`src/rtl/rcc_consts.svh`:
```
// register offsets, field positions, reset values and timing counts of the reset cause block
`ifndef RCC_CONSTS_SVH
`define RCC_CONSTS_SVH

// ----------------------------------------------------------------
// register map (byte offsets from the reset block base)
// ----------------------------------------------------------------
`define RCC_BASE_ADDR 32'h4000_2400
`define RCC_CAUSE_OFS 12'h040
`define RCC_IRQ_STAT_OFS 12'h044
`define RCC_IRQ_MASK_OFS 12'h048
`define RCC_SRC_LEVEL_OFS 12'h04C

// ----------------------------------------------------------------
// field positions of the cause, irq status and irq mask registers
// ----------------------------------------------------------------
`define RCC_BIT_POR 0
`define RCC_BIT_PIN 1
`define RCC_BIT_WDT 2
`define RCC_BIT_SW 3
`define RCC_NUM_SRC 4

// ----------------------------------------------------------------
// reset values
// ----------------------------------------------------------------
`define RCC_CAUSE_POR_INIT 8'h01
`define RCC_IRQ_STAT_RST 4'h0
`define RCC_IRQ_MASK_RST 4'h0
`define RCC_RDATA_RST 32'h0000_0000

// ----------------------------------------------------------------
// timing
// ----------------------------------------------------------------
`define RCC_CLK_PERIOD_NS 10
`define RCC_ACCESS_CYCLES 3
`define RCC_HOLD_NS 160
`define RCC_HOLD_CYCLES ((`RCC_HOLD_NS + `RCC_CLK_PERIOD_NS - 1) / `RCC_CLK_PERIOD_NS)
`define RCC_PIN_FILTER_NS 40
`define RCC_PIN_FILTER_CYCLES \
    ((`RCC_PIN_FILTER_NS + `RCC_CLK_PERIOD_NS - 1) / `RCC_CLK_PERIOD_NS)

`endif

```
`src/rtl/rcc_pkg.sv`:
```
// types shared by the reset cause block
package rcc_pkg;

    typedef logic [11:0] rcc_addr_t;
    typedef logic [31:0] rcc_data_t;
    typedef logic [3:0] rcc_src_t;

    // gray steps idle -> assert -> release; release -> idle flips both bits
    typedef enum logic [1:0] {
        RCC_IDLE = 2'b00,
        RCC_ASSERT = 2'b01,
        RCC_RELEASE = 2'b11
    } rcc_hold_state_t;

endpackage

```
`src/rtl/rcc_sync2.sv`:
```
// two flip-flop synchroniser for the pin reset and power-on indications
`timescale 1ns/1ps

module rcc_sync2 (
    // clock
    input wire logic core_clk,
    // asynchronous inputs and synchronised copies
    input wire logic [1:0] async_in,
    output logic [1:0] sync_out
);

    logic [1:0] meta_ff;
    logic [1:0] stable_ff;

    // no reset: the power-on indication itself passes through here
    always_ff @(posedge core_clk) begin
        meta_ff <= async_in;
        stable_ff <= meta_ff;
    end

    assign sync_out = stable_ff;

endmodule

```
`src/rtl/rcc_top.sv`:
```
// reset cause capture: records the source of the last reset and holds it for software
//
// Summary of operation
// RL1 - four reset sources: software request, external pin, power-on, watchdog timeout.
// RL2 - software reset is requested by the core writing its reset control key.
// RL3 - recorded cause flags stay unchanged until software clears them.
// RL4 - software reset sets bit 3; watchdog timeout sets bit 2.
// RL5 - external pin reset sets bit 1; power-on reset sets bit 0.
// RL6 - writing one to a clear bit zeroes the matching cause flag.
// RL7 - status and clear share offset 0x0040; reads status, writes clear.
// RL8 - status after reset reflects the most recent reset source.
// RL9 - external pin reset leaves the debug logic untouched.
// RL10 - a register access takes three cycles of the block clock.
// RL11 - software polls causes after reset and treats surprises as faults.
// RL12 - clear bits written zero change nothing; bits 7 to 4 read zero.
// RL13 - power-on leaves only the power-on flag; others add their flag.
`timescale 1ns/1ps
`include "rcc_consts.svh"

module rcc_top (
    // clock and reset
    input wire logic core_clk,
    input wire logic srst,
    // reset sources
    input wire logic sw_reset_req,
    input wire logic wdt_timeout,
    input wire logic pin_reset_n,
    input wire logic por_in,
    // register port
    input wire rcc_pkg::rcc_addr_t reg_addr,
    input wire rcc_pkg::rcc_data_t reg_wdata,
    input wire logic reg_wr,
    input wire logic reg_rd,
    output rcc_pkg::rcc_data_t reg_rdata,
    // reset outputs
    output logic sys_reset_out,
    output logic debug_reset_out,
    // interrupt
    output logic irq
);
    import rcc_pkg::*;

    // ----------------------------------------------------------------
    // helpers
    // ----------------------------------------------------------------
    function automatic logic addr_hit(input rcc_addr_t addr, input rcc_addr_t ofs);
        addr_hit = (addr == ofs);
    endfunction

    function automatic rcc_src_t w1c(input rcc_src_t cur, input rcc_src_t clr,
                                     input rcc_src_t set);
        // set wins over a clear landing in the same cycle
        w1c = (cur & ~clr) | set;
    endfunction

    localparam int HOLD_CYCLES = `RCC_HOLD_CYCLES;
    localparam int PIN_FILTER_CYCLES = `RCC_PIN_FILTER_CYCLES;
    localparam int CLR_STAGES = `RCC_ACCESS_CYCLES - 1;
    localparam logic [7:0] HOLD_LAST = 8'(HOLD_CYCLES - 1);
    localparam logic [7:0] PIN_LAST = 8'(PIN_FILTER_CYCLES - 1);

    // ----------------------------------------------------------------
    // synchronise the pin and power-on inputs
    // ----------------------------------------------------------------
    logic [1:0] sync_lvl;
    logic pin_low_s;
    logic por_s;

    // the raw pins go straight into the flops; the pin is inverted only once it is clean
    rcc_sync2 u_sync (
        .core_clk(core_clk),
        .async_in({por_in, pin_reset_n}),
        .sync_out(sync_lvl)
    );

    assign pin_low_s = ~sync_lvl[0];
    assign por_s = sync_lvl[1];

    // ----------------------------------------------------------------
    // source event detection
    // ----------------------------------------------------------------
    logic por_d_ff;
    logic por_event;
    logic [7:0] pin_cnt_ff;
    logic pin_seen_ff;
    logic pin_event;
    rcc_src_t src_event;

    always_ff @(posedge core_clk) begin
        por_d_ff <= por_s;
    end

    assign por_event = por_s & ~por_d_ff;

    // ----------------------------------------------------------------
    // pin reset filter
    // ----------------------------------------------------------------
    // the pin must stay low for the filter time; a glitch shorter than that is no reset
    always_ff @(posedge core_clk) begin
        if (por_s || !pin_low_s) begin
            pin_cnt_ff <= 8'h00;
            pin_seen_ff <= 1'b0;
        end else if (!pin_seen_ff) begin
            if (pin_cnt_ff == PIN_LAST) begin
                pin_seen_ff <= 1'b1;
            end else begin
                pin_cnt_ff <= pin_cnt_ff + 8'h01;
            end
        end
    end

    assign pin_event = pin_low_s && !pin_seen_ff && (pin_cnt_ff == PIN_LAST) && !por_s;

    // ----------------------------------------------------------------
    // source vector
    // ----------------------------------------------------------------
    // one bit per source, laid out as in the cause register (see RL1)
    always_comb begin
        src_event = 4'h0;
        src_event[`RCC_BIT_POR] = por_event;
        src_event[`RCC_BIT_PIN] = pin_event;
        src_event[`RCC_BIT_WDT] = wdt_timeout & ~por_s;
        src_event[`RCC_BIT_SW] = sw_reset_req & ~por_s;
    end

    // ----------------------------------------------------------------
    // register port decode
    // ----------------------------------------------------------------
    logic wr_cause;
    logic wr_irq_stat;
    logic wr_irq_mask;

    assign wr_cause = reg_wr && addr_hit(reg_addr, `RCC_CAUSE_OFS); // see RL7
    assign wr_irq_stat = reg_wr && addr_hit(reg_addr, `RCC_IRQ_STAT_OFS);
    assign wr_irq_mask = reg_wr && addr_hit(reg_addr, `RCC_IRQ_MASK_OFS);

    // ----------------------------------------------------------------
    // clear pipeline: a clear write lands after the access time
    // ----------------------------------------------------------------
    rcc_src_t clr_stage_ff [CLR_STAGES];
    rcc_src_t clr_apply;
    rcc_src_t clr_bits;

    // bits 7..4 of the write are dropped here (see RL12)
    assign clr_bits = wr_cause ? reg_wdata[3:0] : 4'h0;

    always_ff @(posedge core_clk) begin
        if (srst) begin
            for (int i = 0; i < CLR_STAGES; i++) begin
                clr_stage_ff[i] <= 4'h0;
            end
        end else begin
            clr_stage_ff[0] <= clr_bits; // see RL10
            for (int i = 1; i < CLR_STAGES; i++) begin
                clr_stage_ff[i] <= clr_stage_ff[i - 1];
            end
        end
    end

    assign clr_apply = clr_stage_ff[CLR_STAGES - 1];

    // ----------------------------------------------------------------
    // reset cause register
    // ----------------------------------------------------------------
    rcc_src_t cause_ff;
    rcc_src_t nxt_cause;

    // the stored field is four bits wide; bits 7..4 of the register are tied to zero
    localparam rcc_src_t POR_ONLY = rcc_src_t'(`RCC_CAUSE_POR_INIT);

    // only power-on rebuilds the cause; srst must not wipe the record it describes
    always_comb begin
        if (por_s) begin
            nxt_cause = POR_ONLY; // see RL13 see RL8 see RL5
        end else begin
            // zero bits in the clear leave flags alone (see RL6 see RL12)
            nxt_cause = w1c(cause_ff, clr_apply, src_event); // see RL3 see RL4 see RL13
        end
    end

    always_ff @(posedge core_clk) begin
        cause_ff <= nxt_cause;
    end

    // ----------------------------------------------------------------
    // interrupt status and mask
    // ----------------------------------------------------------------
    rcc_src_t irq_stat_ff;
    rcc_src_t irq_mask_ff;
    rcc_src_t irq_clr_bits;
    logic irq_ff;

    assign irq_clr_bits = wr_irq_stat ? reg_wdata[3:0] : 4'h0;

    // events arriving in a reset cycle still land, so the cause is not lost
    always_ff @(posedge core_clk) begin
        if (srst) begin
            irq_stat_ff <= `RCC_IRQ_STAT_RST | src_event;
        end else begin
            irq_stat_ff <= w1c(irq_stat_ff, irq_clr_bits, src_event); // see RL6
        end
    end

    always_ff @(posedge core_clk) begin
        if (srst) begin
            irq_mask_ff <= `RCC_IRQ_MASK_RST;
        end else if (wr_irq_mask) begin
            irq_mask_ff <= reg_wdata[3:0];
        end
    end

    // ----------------------------------------------------------------
    // interrupt output
    // ----------------------------------------------------------------
    // registered, so the line lags a status or mask change by one cycle
    always_ff @(posedge core_clk) begin
        if (srst) begin
            irq_ff <= 1'b0;
        end else begin
            irq_ff <= |(irq_stat_ff & irq_mask_ff);
        end
    end

    assign irq = irq_ff;

    // ----------------------------------------------------------------
    // system reset hold sequencer
    // ----------------------------------------------------------------
    rcc_hold_state_t state_ff;
    rcc_hold_state_t nxt_state;
    logic [7:0] hold_cnt_ff;
    logic [7:0] nxt_hold_cnt;
    logic any_event;

    assign any_event = |src_event[`RCC_BIT_SW:`RCC_BIT_PIN] || por_s;

    always_comb begin
        nxt_state = state_ff;
        nxt_hold_cnt = hold_cnt_ff;
        case (state_ff)
            RCC_IDLE: begin
                if (any_event) begin
                    nxt_state = RCC_ASSERT;
                    nxt_hold_cnt = 8'h00;
                end
            end
            RCC_ASSERT: begin
                if (any_event) begin
                    // a fresh source restarts the hold time
                    nxt_hold_cnt = 8'h00;
                end else if (hold_cnt_ff == HOLD_LAST) begin
                    nxt_state = RCC_RELEASE;
                end else begin
                    nxt_hold_cnt = hold_cnt_ff + 8'h01;
                end
            end
            RCC_RELEASE: begin
                nxt_state = any_event ? RCC_ASSERT : RCC_IDLE;
                nxt_hold_cnt = 8'h00;
            end
            default: begin
                nxt_state = RCC_IDLE;
                nxt_hold_cnt = 8'h00;
            end
        endcase
    end

    always_ff @(posedge core_clk) begin
        if (srst) begin
            state_ff <= RCC_IDLE;
            hold_cnt_ff <= 8'h00;
        end else begin
            state_ff <= nxt_state;
            hold_cnt_ff <= nxt_hold_cnt;
        end
    end

    // ----------------------------------------------------------------
    // system reset output
    // ----------------------------------------------------------------
    logic sys_reset_ff;

    // taken from the next state so the output carries no decode glitch
    always_ff @(posedge core_clk) begin
        if (srst) begin
            sys_reset_ff <= 1'b0;
        end else begin
            sys_reset_ff <= (nxt_state == RCC_ASSERT);
        end
    end

    assign sys_reset_out = sys_reset_ff;

    // ----------------------------------------------------------------
    // debug reset follows power-on only
    // ----------------------------------------------------------------
    logic debug_reset_ff;

    // pin, watchdog and software resets never reach the debug logic (see RL9)
    always_ff @(posedge core_clk) begin
        debug_reset_ff <= por_s;
    end

    assign debug_reset_out = debug_reset_ff;

    // ----------------------------------------------------------------
    // read data
    // ----------------------------------------------------------------
    rcc_data_t nxt_rdata;
    rcc_data_t rdata_ff;

    always_comb begin
        nxt_rdata = `RCC_RDATA_RST;
        if (reg_rd) begin
            case (reg_addr)
                // upper bits read zero (see RL12 see RL7)
                `RCC_CAUSE_OFS: nxt_rdata = {28'h000_0000, cause_ff};
                `RCC_IRQ_STAT_OFS: nxt_rdata = {28'h000_0000, irq_stat_ff};
                `RCC_IRQ_MASK_OFS: nxt_rdata = {28'h000_0000, irq_mask_ff};
                `RCC_SRC_LEVEL_OFS: begin
                    nxt_rdata = {28'h000_0000, sys_reset_ff, debug_reset_ff,
                                 pin_low_s, por_s};
                end
                default: nxt_rdata = `RCC_RDATA_RST;
            endcase
        end
    end

    // ----------------------------------------------------------------
    // read data register
    // ----------------------------------------------------------------
    // zero outside the answer cycle, so a stale value is never taken for a reply
    always_ff @(posedge core_clk) begin
        if (srst) begin
            rdata_ff <= `RCC_RDATA_RST;
        end else begin
            rdata_ff <= nxt_rdata;
        end
    end

    assign reg_rdata = rdata_ff;

endmodule

```
`config.mk`:
```
export PLATFORM = sky130hd
export DESIGN_NAME = rcc_top
export DESIGN_NICKNAME = d
export VERILOG_FILES = /design/src/rtl/rcc_pkg.sv /design/src/rtl/rcc_sync2.sv /design/src/rtl/rcc_top.sv
export VERILOG_INCLUDE_DIRS = /design/src /design/src/rtl
export SDC_FILE = /design/constraint.sdc
export NUM_CORES = 1
export LEC_CHECK = 0
export BUFFER_PORTS_ARGS = -buffer_cell sky130_fd_sc_hd__buf_4
export CORE_UTILIZATION = 50
export CTS_CLUSTER_DIAMETER = 100
export CTS_CLUSTER_SIZE = 16
export DETAILED_ROUTE_END_ITERATION = 7
export GPL_ROUTABILITY_DRIVEN = 0
export PLACE_DENSITY = 0.82
export SLEW_MARGIN = 20
export SYNTH_ARGS = -nofsm -noshare
export SYNTH_HDL_FRONTEND = slang
export SYNTH_HIERARCHICAL = 1
export SYNTH_SLANG_ARGS = --single-unit
```
`constraint.sdc`:
```
create_clock -name core_clk -period 2.6 [get_ports core_clk]
set_input_delay 0.26 -clock core_clk [delete_from_list [all_inputs] [get_ports core_clk]]
set_output_delay 0.26 -clock core_clk [all_outputs]
set_load 0.01 [all_outputs]
```
== Word-level counts from Yosys, hierarchy flattened ==
Memory sizes are Yosys's and may differ from the RTL's.
Cells that the tools add are included.

* Flip-flop bits (word level): 70
* RAM bits: 8
* Output and inout port bits: 35
* Memories: 1

{| class="wikitable"
|+ Memory list
! memory !! depth !! bits a word !! rd ports !! clocked after Yosys merged registers in !! wr ports !! line !! source
|-
| clr_stage_ff || 2 || 4 || 2 || 0 || 2 || rcc_top.sv:140 || <nowiki>rcc_src_t clr_stage_ff [CLR_STAGES];</nowiki>
|}

* Add/sub/neg operators: 2
* Equality and inequality tests: 11
* Mux-type cells: 20
* Bitwise logic cells: 18
* Reduce and logical (&&, ||, !) cells: 16

{| class="wikitable"
|+ Operators by type and width
! operator !! count
|-
| 12-bit by 7-bit equality test with 1-bit output, second input constant || 4
|-
| 8-bit two-way mux || 3
|-
| 4-bit two-way mux || 5
|-
| 8-bit by 1-bit adder with 8-bit output, second input constant || 2
|-
| 4-bit case mux with 4 select lines || 1
|-
| 8-bit case mux with 2 select lines || 1
|-
| 4-bit AND || 3
|-
| 8-bit by 2-bit equality test with 1-bit output, second input constant || 1
|-
| 8-bit by 4-bit equality test with 1-bit output, second input constant || 1
|-
| 4-bit NOT || 2
|-
| 4-bit OR || 2
|-
| 1-bit logical AND || 6
|-
| 1-bit two-way mux || 6
|-
| 2-bit two-way mux || 3
|-
| 1-bit NOT || 6
|-
| 2-bit case mux with 3 select lines || 1
|-
| 2-bit by 1-bit equality test with 1-bit output, second input constant || 2
|-
| 2-bit AND reduction || 2
|-
| 4-bit OR reduction || 1
|-
| 1-bit AND || 3
|-
| 3-bit inequality test, second input constant || 1
|-
| 3-bit OR reduction || 1
|-
| 2-bit equality test, second input constant || 1
|-
| 1-bit logical NOT || 2
|-
| 5 further kinds || 7
|}

== Logic depth before layout (Yosys ltp) ==
Gate-level depths: netlist of the first run.

* Word-level depth: 9
* Mapped depth: 5
* Gate-level depth less buffers: 5

== Cells and area by module ==
Netlist of the first run, hierarchy kept.

{| class="wikitable"
|+ By module, submodules not included
! module !! instances !! cells each !! area an instance (um^2) !! seq. area each (um^2)
|-
| rcc_top || 1 || 221 || 2093.3 || 920.9
|-
| rcc_sync2 || 1 || 4 || 80.1 || 80.1
|}

== Worst setup path before layout of the first run ==
Ideal clock, no wire load.

* Path type: register to register
* Start: reg pin_cnt_ff[0]
* End: reg state_ff[0]
* Setup time: 0.086 ns
* Arrival time: 1.558 ns
* Data required time: 2.514 ns
* Slack: 0.956 ns
* Cell stages (with the launch flop): 6
* Period minus slack after synthesis: 1.644 ns
* Path through: dfxtp_1 ha_1 nor4b_1 nand3_1 and3_1 a211oi_1

* Cells in the longest elaborated chain, start to end: 7

{| class="wikitable"
|+ Ends and longest elaborated chain
! element !! line !! source
|-
| start: declaration || rcc_top.sv:84 || <nowiki>logic [7:0] pin_cnt_ff;</nowiki>
|-
| start signal: assignment || rcc_top.sv:107 || <nowiki>pin_cnt_ff <= pin_cnt_ff + 8'h01;</nowiki>
|-
| 8-bit by 2-bit equality test with 1-bit output * || rcc_top.sv:112 || <nowiki>assign pin_event = pin_low_s && !pin_seen_ff && (pin_cnt_ff == PIN_LAST) && !por_s;</nowiki>
|-
| 1-bit logical AND * (2 in series) || rcc_top.sv:112 ||
|-
| 3-bit OR reduction * || rcc_top.sv:235 || <nowiki>assign any_event = |src_event[`RCC_BIT_SW:`RCC_BIT_PIN] || por_s;</nowiki>
|-
| 1-bit logical OR * || rcc_top.sv:235 ||
|-
| 1-bit two-way mux, or another cell as far along || rcc_top.sv:258 || <nowiki>nxt_state = any_event ? RCC_ASSERT : RCC_IDLE;</nowiki>
|-
| 2-bit case mux with 3 select lines * || rcc_top.sv:240 || <nowiki>case (state_ff)</nowiki>
|-
| end signal: assignment || rcc_top.sv:273 || <nowiki>state_ff <= nxt_state;</nowiki>
|-
| end: declaration || rcc_top.sv:229 || <nowiki>rcc_hold_state_t state_ff;</nowiki>
|}

Mark *: on every way between the ends. The rest lies on a longest branch, timed or not.
A chain may end at the register's enable or synchronous reset.

== Worst setup path after layout of the first run ==
Same ends and word-level chain as after synthesis.

==> results.py, run 1 <==
metrics = {
    "setup_path": {
        "startpoint_type": "flop",
        "endpoint_kind": "flop",
        "ff2ff_setup_slack_ps": 630,
        "cp_max_fo": 5,
        "critPathLaunch": "pin_cnt_ff[0]$_SDFFE_PP0P_",
        "worstPathRequired_ps": 2820,
        "critPathKind": "reg2reg",
        "worst-path-buf-inv": 0,
        "critPathMaxStageDelay_ps": 530,
        "slowest_stage": "nor4b_1",
        "r2r-start": "pin_cnt_ff[0]$_SDFFE_PP0P_",
        "cp.arrival_ps": 2200,
        "crit_family": "simple AND/OR/NAND/NOR gates",
        "r2r-end": "state_ff[0]$_SDFF_PP0_",
        "crit_chain": "ha_1 -> nor4b_1 -> nand3_1 -> and3_1 -> a211oi_1",
        "r2r.worst_path.cells": 5,
    },
    "cells_and_area": {
        "drive_above_1_share_pct": 19.1,
        "finalNetCount": 309,
        "layout.cells.non_filler": 306,
        "antenna_cells": 0,
        "area_growth_pct": 11.3,
    },
    "floorplanning": {
        "core_um2": 4090,
        "die_h_um": 67.9,
        "io_pins": 87,
        "start_util_pct": 53.2,
        "dieArea_um2": 4610,
        "die_x_um": 67.9,
        "rows": 23,
    },
    "job": {
        "timing.max_cap.violations": 0,
    },
    "clock_network": {
        "clkLatencyLatePin_ps": 310,
        "cts_tree": "yes",
        "cts_num_sinks": 50,
        "cts_buffers": 5,
        "clkTransAtPathRegs_ps": 90,
        "hold_buffers": 0,
        "postCtsSetupBuffers": 0,
        "post_cts_resized": 0,
        "cts_root_buf": "clkbuf_8",
        "clk_path_buf_depth": 2,
        "cts_max_level": 2,
    },
    "logic_synthesis": {
        "syn-mean-instance-area_um2": 9.66,
        "yosys.cell_types.count": 42,
        "syn_inst": 225,
        "synth_area_um2": 2170,
        "ys_ff_latch": 50,
        "yosys_warnings": 6,
        "ys_seq_area_share_pct": 46.1,
        "synth-main-ff-cell": "dfxtp_1",
        "async_reset_ff_share_pct": 0,
        "synth_enable_flop_cells": 0,
    },
    "grt": {
        "use_met1_pct": 20.9,
        "busiest_layer": "met2",
        "grt_pass1_wl_um": 6220,
        "grt_max_degree": 18,
        "use_met3_pct": 5.17,
        "grtUsageMet2_pct": 32.4,
        "grt_pass1_vias": 1448,
        "grt-ovfl-total": 0,
        "grt_usage_pct": 18.4,
        "antenna_found_initial": 0,
    },
    "routing": {
        "wl_per_cell_um": 12.4,
        "initialDrtViolationCount": 61,
        "avgViaCountPerCell": 4.97,
        "antenna_left": 0,
        "drtPass1Iterations": 5,
        "via_count": 1520,
        "wl_um": 3790,
        "drc": 0,
    },
    "sta": {
        "fin_tns_setup_ps": 0,
        "skew_ps": 5.65,
        "fin_crit_sh_pct": 75.9,
        "fin_crit_ps": 1970,
        "worst_pin_slew_ps": 608,
        "slew_headroom_pct": 58.9,
        "drv_slew": 0,
        "hold_viol_final": 0,
        "rsz0062_at_grt": "false",
        "setup-violations-final": 0,
        "fmax_mhz": 507,
    },
    "placed_design": {
        "dpl.cell_count": 298,
        "dp_hpwl_um": 2800,
        "io_buffers": 30,
    },
    "min_path": {
        "hold_depth": 1,
        "hp-class": "in2reg",
        "hp-start": "por_in",
        "worstHoldEndpoint": "u_sync/meta_ff[1]$_DFF_P_",
    },
    "run_status": {
        "status": "finished, final reports clean",
    },
    "pwr": {
        "power.density_nw_per_um2": 562,
        "ir_drop_v": 0.000500,
        "cellLeakagePower_nw": 1.02,
    },
}
layout by cell type (no fill, tap or decap), types with 6 or more instances in the layout:
cell type,count
nor3_1,7
a21oi_1,7
mux2i_1,6
nor2b_1,8
o21ai_0,7
inv_1,11
xor2_1,7
dfxtp_1,50
nor2_1,23
nand3_1,6
conb_1,28
buf_4,30
cell usage after synthesis, drive strengths merged (6+ instances only):
cell type  instances  area, um2
nor2b              8       50.1
o21ai              8       43.8
mux2i              6       60.1
nand3              6       30.0
buf               29        215
nor2              23       86.3
xor2               7       61.3
inv               11       41.3
dfxtp             50       1000
a21oi              7       35.0
nor3               7       35.0
metrics by stage:
stage	total power, mW	setup slack (ps)	cell area, um2	utilization (%)	hold WS (ps)
3_5_place_dp	0.918	668	2330	57.0	320
6_report	1.36	627	2420	59.2	45.9
5_1_grt	1.42	394	2420	59.2	29.8
2_1_floorplan	0.905	956	2270	-	288
3_3_place_gp	0.915	643	2330	57.0	314
4_1_cts	1.37	629	2420	59.2	39.5
cells by family (layout without fill, tap and decap cells):
family	Yosys count	count (layout)	share of synthesized area (%)
muxes	9	9	5.87
DFF	50	50	46.1
other	1	28	0.173
buffers and inverters	45	49	12.7
xor gates and xnor gates	11	11	4.43
and+or+nand+nor	79	79	21.4
AOI/OAI and AO/OA	28	28	8.29
adders and majority gates	2	2	1.15
sequential cells by signal, summed over array words and instances (netlist names):
name	cells
irq_mask_ff	4
irq_stat_ff	4
u_sync/sync_out	2
pin_seen_ff	1
hold_cnt_ff	8
cause_ff	4
irq	1
sys_reset_out	1
u_sync/meta_ff	2
state_ff	2
reg_rdata	4
debug_reset_out	1
clr_stage_ff	8
pin_cnt_ff	8
cell type report:
cell class                 count  area (um2)
sequential                    50        1000
clock buffer                   5        68.8
fill                         364        1670
tap                           50        62.6
inverter                      11        41.3
clock inverter                 3        21.3
timing repair buffer          30         225
multi-input combinational    157         998
how the worst max path moves through the flow:
| stage | slack [ps] | endpoint | depth (start not counted) |
|---|---|---|---|
| final | 630 | state_ff[0]$_SDFF_PP0_ | 5 |
| after global placement | 640 | state_ff[0]$_SDFF_PP0_ | 5 |
| after global routing | 390 | sys_reset_out$_SDFF_PP0_ | 5 |
| after detailed placement | 670 | sys_reset_out$_SDFF_PP0_ | 5 |
| after CTS | 630 | state_ff[0]$_SDFF_PP0_ | 5 |
| after floorplan | 960 | state_ff[0]$_SDFF_PP0_ | 5 |
report_power, final:
| part | switching (mW) | internal [mW] | leakage [nW] |
|---|---|---|---|
| Clock | 0.269 | 0.189 | 0.0441 |
| Sequential | 0.0139 | 0.780 | 0.407 |
| Combinational | 0.0581 | 0.0486 | 0.567 |
| Total | 0.341 | 1.02 | 1.02 |
routing by layer:
layer / share of wire [%] / vias to the layer above
met5: 0 / -
met4: 1.3 / 0
met3: 5.4 / 6
met2: 48 / 42
met1: 46 / 697
li1: - / 775
(Power assumes the default switching activity.)
==> run 2: changes to the inputs <==
--- a/config.mk
+++ b/config.mk
@@ -7,12 +7,12 @@
 export NUM_CORES = 1
 export LEC_CHECK = 0
 export BUFFER_PORTS_ARGS = -buffer_cell sky130_fd_sc_hd__buf_4
-export CORE_UTILIZATION = 50
+export CORE_UTILIZATION = 48
 export CTS_CLUSTER_DIAMETER = 100
 export CTS_CLUSTER_SIZE = 16
 export DETAILED_ROUTE_END_ITERATION = 7
 export GPL_ROUTABILITY_DRIVEN = 0
-export PLACE_DENSITY = 0.82
+export PLACE_DENSITY = 0.79
 export SLEW_MARGIN = 20
 export SYNTH_ARGS = -nofsm -noshare
 export SYNTH_HDL_FRONTEND = slang
==> constraint.sdc (replaced) <==
create_clock -name core_clk -period 2 [get_ports core_clk]
set_input_delay 0.2 -clock core_clk [delete_from_list [all_inputs] [get_ports core_clk]]
set_output_delay 0.2 -clock core_clk [all_outputs]
set_load 0.01 [all_outputs]
==> run 2 against run 1 <==
The run now ends with DRC left. Power is 50% higher. Non-clock buffer count is 5 higher. First-iteration DRC count is 72% higher. Sequential power is 30% higher. Cell area is 4.0% higher. Die area is 4.0% higher. Critical path depth is 1 higher. Maximum frequency is 13% higher. Count of clock-buffer cells in the layout is 1 higher. Largest cell class unchanged.
==> results.py, run 2 (same netlist as run 1, synthesis figures left out) <==
metrics = {
    "routing": {
        "via_count": 1581,
        "avgViaCountPerCell": 5.05,
        "drc": 1,
        "wl_um": 3930,
        "drtPass1Iterations": 6,
        "initialDrtViolationCount": 105,
        "antenna_left": 0,
        "wl_per_cell_um": 12.6,
    },
    "placed_design": {
        "dp_hpwl_um": 2820,
        "dp_slack_ps": 188,
        "io_buffers": 30,
        "place_area_um2": 2350,
    },
    "pwr": {
        "power.density_nw_per_um2": 809,
        "combPwrFrac_pct": 7.2,
        "ir_drop_v": 0.000580,
        "clkPwrFrac_pct": 42.2,
        "p_seq_share_pct": 50.6,
        "power.switching_mw": 0.420,
        "internal_power_mw": 1.61,
        "cellLeakagePower_nw": 1.07,
        "swShare_pct": 20.7,
    },
    "setup_path": {
        "crit_family": "simple AND/OR/NAND/NOR gates",
        "endpoint": "state_ff[0]$_SDFF_PP0_",
        "crit_chain": "ha_1 -> nor4b_1 -> buf_4 -> nand3_1 -> and3_1 -> a211oi_1",
        "ff2ff_setup_slack_ps": 250,
        "critPathLaunch": "pin_cnt_ff[0]$_SDFFE_PP0P_",
        "critPathKind": "reg2reg",
        "cp_max_fo": 5,
        "r2r-end": "state_ff[0]$_SDFF_PP0_",
        "slowest_stage": "dfxtp_1",
        "startpoint_type": "flop",
        "worst-path-buf-inv": 1,
        "cp.arrival_ps": 1960,
        "r2r-start": "pin_cnt_ff[0]$_SDFFE_PP0P_",
        "endpoint_kind": "flop",
        "cp_num_cells": 6,
        "critPathMaxStageDelay_ps": 410,
        "r2r.worst_path.cells": 6,
        "worstPathRequired_ps": 2210,
    },
    "clock_network": {
        "cts_tree": "yes",
        "clk_path_buf_depth": 2,
        "cts_max_level": 2,
        "clkLatencyLatePin_ps": 300,
        "cts_buffers": 5,
        "postCtsSetupBuffers": 0,
        "clkTransAtPathRegs_ps": 90,
        "cts_num_sinks": 50,
        "cts_root_buf": "clkbuf_8",
    },
    "floorplanning": {
        "die_h_um": 69.3,
        "die_x_um": 69.3,
        "core_um2": 4350,
        "rows": 24,
        "dieArea_um2": 4800,
        "io_pins": 87,
        "start_util_pct": 49.9,
    },
    "sta": {
        "setup-violations-final": 0,
        "rsz0062_at_grt": "false",
        "fin_crit_ps": 1750,
        "hold_ws_ps": 115,
        "fin_crit_sh_pct": 87.4,
        "skew_ps": 9.52,
        "worst_slack_ps": 252,
        "drv_slew": 0,
        "fmax_mhz": 572,
        "fin_tns_setup_ps": 0,
        "hold_viol_final": 0,
    },
    "cells_and_area": {
        "biggestRegsByFlops": "clr_stage_ff x8, hold_cnt_ff x8, pin_cnt_ff x8",
        "nFillCells": 395,
        "drive_above_1_share_pct": 19.9,
        "antenna_cells": 0,
        "post-route-cell-area_um2": 2520,
        "layout_commonest_cell": "dfxtp_1",
        "area_growth_pct": 15.8,
        "mostFrequentLayoutCells": "50 x dfxtp_1, 33 x buf_4, 28 x conb_1",
        "fin_util_pct": 57.8,
        "finalNetCount": 314,
    },
    "grt": {
        "grt_pass1_wl_um": 6400,
        "grt_pass1_vias": 1478,
        "grt_usage_pct": 17.0,
        "grt-ovfl-total": 0,
        "grt_max_degree": 18,
        "antenna_found_initial": 0,
    },
    "run_status": {
        "status": "complete, but fails checks",
        "violations": "DRC",
    },
    "job": {
        "timing.max_cap.violations": 0,
    },
    "min_path": {
        "hp-class": "in2reg",
    },
}
-- run 2: cell count changes in the layout (fill, tap and decap cells not counted), sizes merged --
| cell | previous run | this run |
|---|---|---|
| buf | 30 | 33 |
| bufinv | 0 | 2 |
| clkbuf | 5 | 6 |
| clkinv | 2 | 0 |
| clkinvlp | 1 | 0 |
| dlygate4sd3 | 0 | 2 |
-- run 2: worst min path at each step --
stage                      start                             to  slack [ps]  cells after the start
global route        reg_wdata[2]  clr_stage_ff[0][2]$_SDFF_PP0_         100                      2
CTS                 reg_wdata[2]  clr_stage_ff[0][2]$_SDFF_PP0_         100                      2
floorplan            pin_reset_n      u_sync/meta_ff[0]$_DFF_P_         230                      0
finish              reg_wdata[3]  clr_stage_ff[0][3]$_SDFF_PP0_         110                      2
global placement     pin_reset_n      u_sync/meta_ff[0]$_DFF_P_         300                      1
detailed placement   pin_reset_n      u_sync/meta_ff[0]$_DFF_P_         310                      1
-- run 2: worst reg2reg max path: cells and delay by family (launching register included) --
kind	cells	cell delay (ps)
AOI/OAI and AO/OA	1	230
adders and majority gates	1	250
buffers and inverters	1	180
DFF	1	410
and+or+nand+nor	3	590
-- run 2: final cells by class --
class | count | area, um2 | area share, %
inverter | 11 | 41.3 | 1.64
sequential | 50 | 1000 | 39.8
multi-input combinational | 157 | 998 | 39.7
clock inverter | 2 | 60.1 | 2.39
timing repair buffer | 35 | 268 | 10.6
tap | 52 | 65.1 | 2.59
clock buffer | 6 | 82.6 | 3.28
-- run 2: layer usage --
metal	vias up	part of all wire, %	track usage [%]
met5	-	0	0
met4	0	0.97	7.71
met3	4	6.5	7.27
met2	47	50	28.7
met1	744	43	18.2
li1	786	-	-
-- run 2: power by group through the flow --
stage | Sequential (mW) | Clock, mW | Combinational [mW]
2_1_floorplan | 1.05 | 0 | 0.128
3_3_place_gp | 1.05 | 0 | 0.139
3_5_place_dp | 1.05 | 0 | 0.142
4_1_cts | 1.03 | 0.879 | 0.147
5_1_grt | 1.03 | 0.921 | 0.161
6_report | 1.03 | 0.858 | 0.147
-- run 2: per-stage QoR --
step	total power [mW]	cells
global placement	1.19	303
detailed placement	1.20	303
CTS	2.06	313
global route	2.11	313
floorplan	1.18	252
finish	2.03	313
-- run 2: what timing repair did --
item	4_1_cts	5_1_grt
hold buffers	2	0
endpoints found under the hold margin	2	0
gates resized for setup	0	0
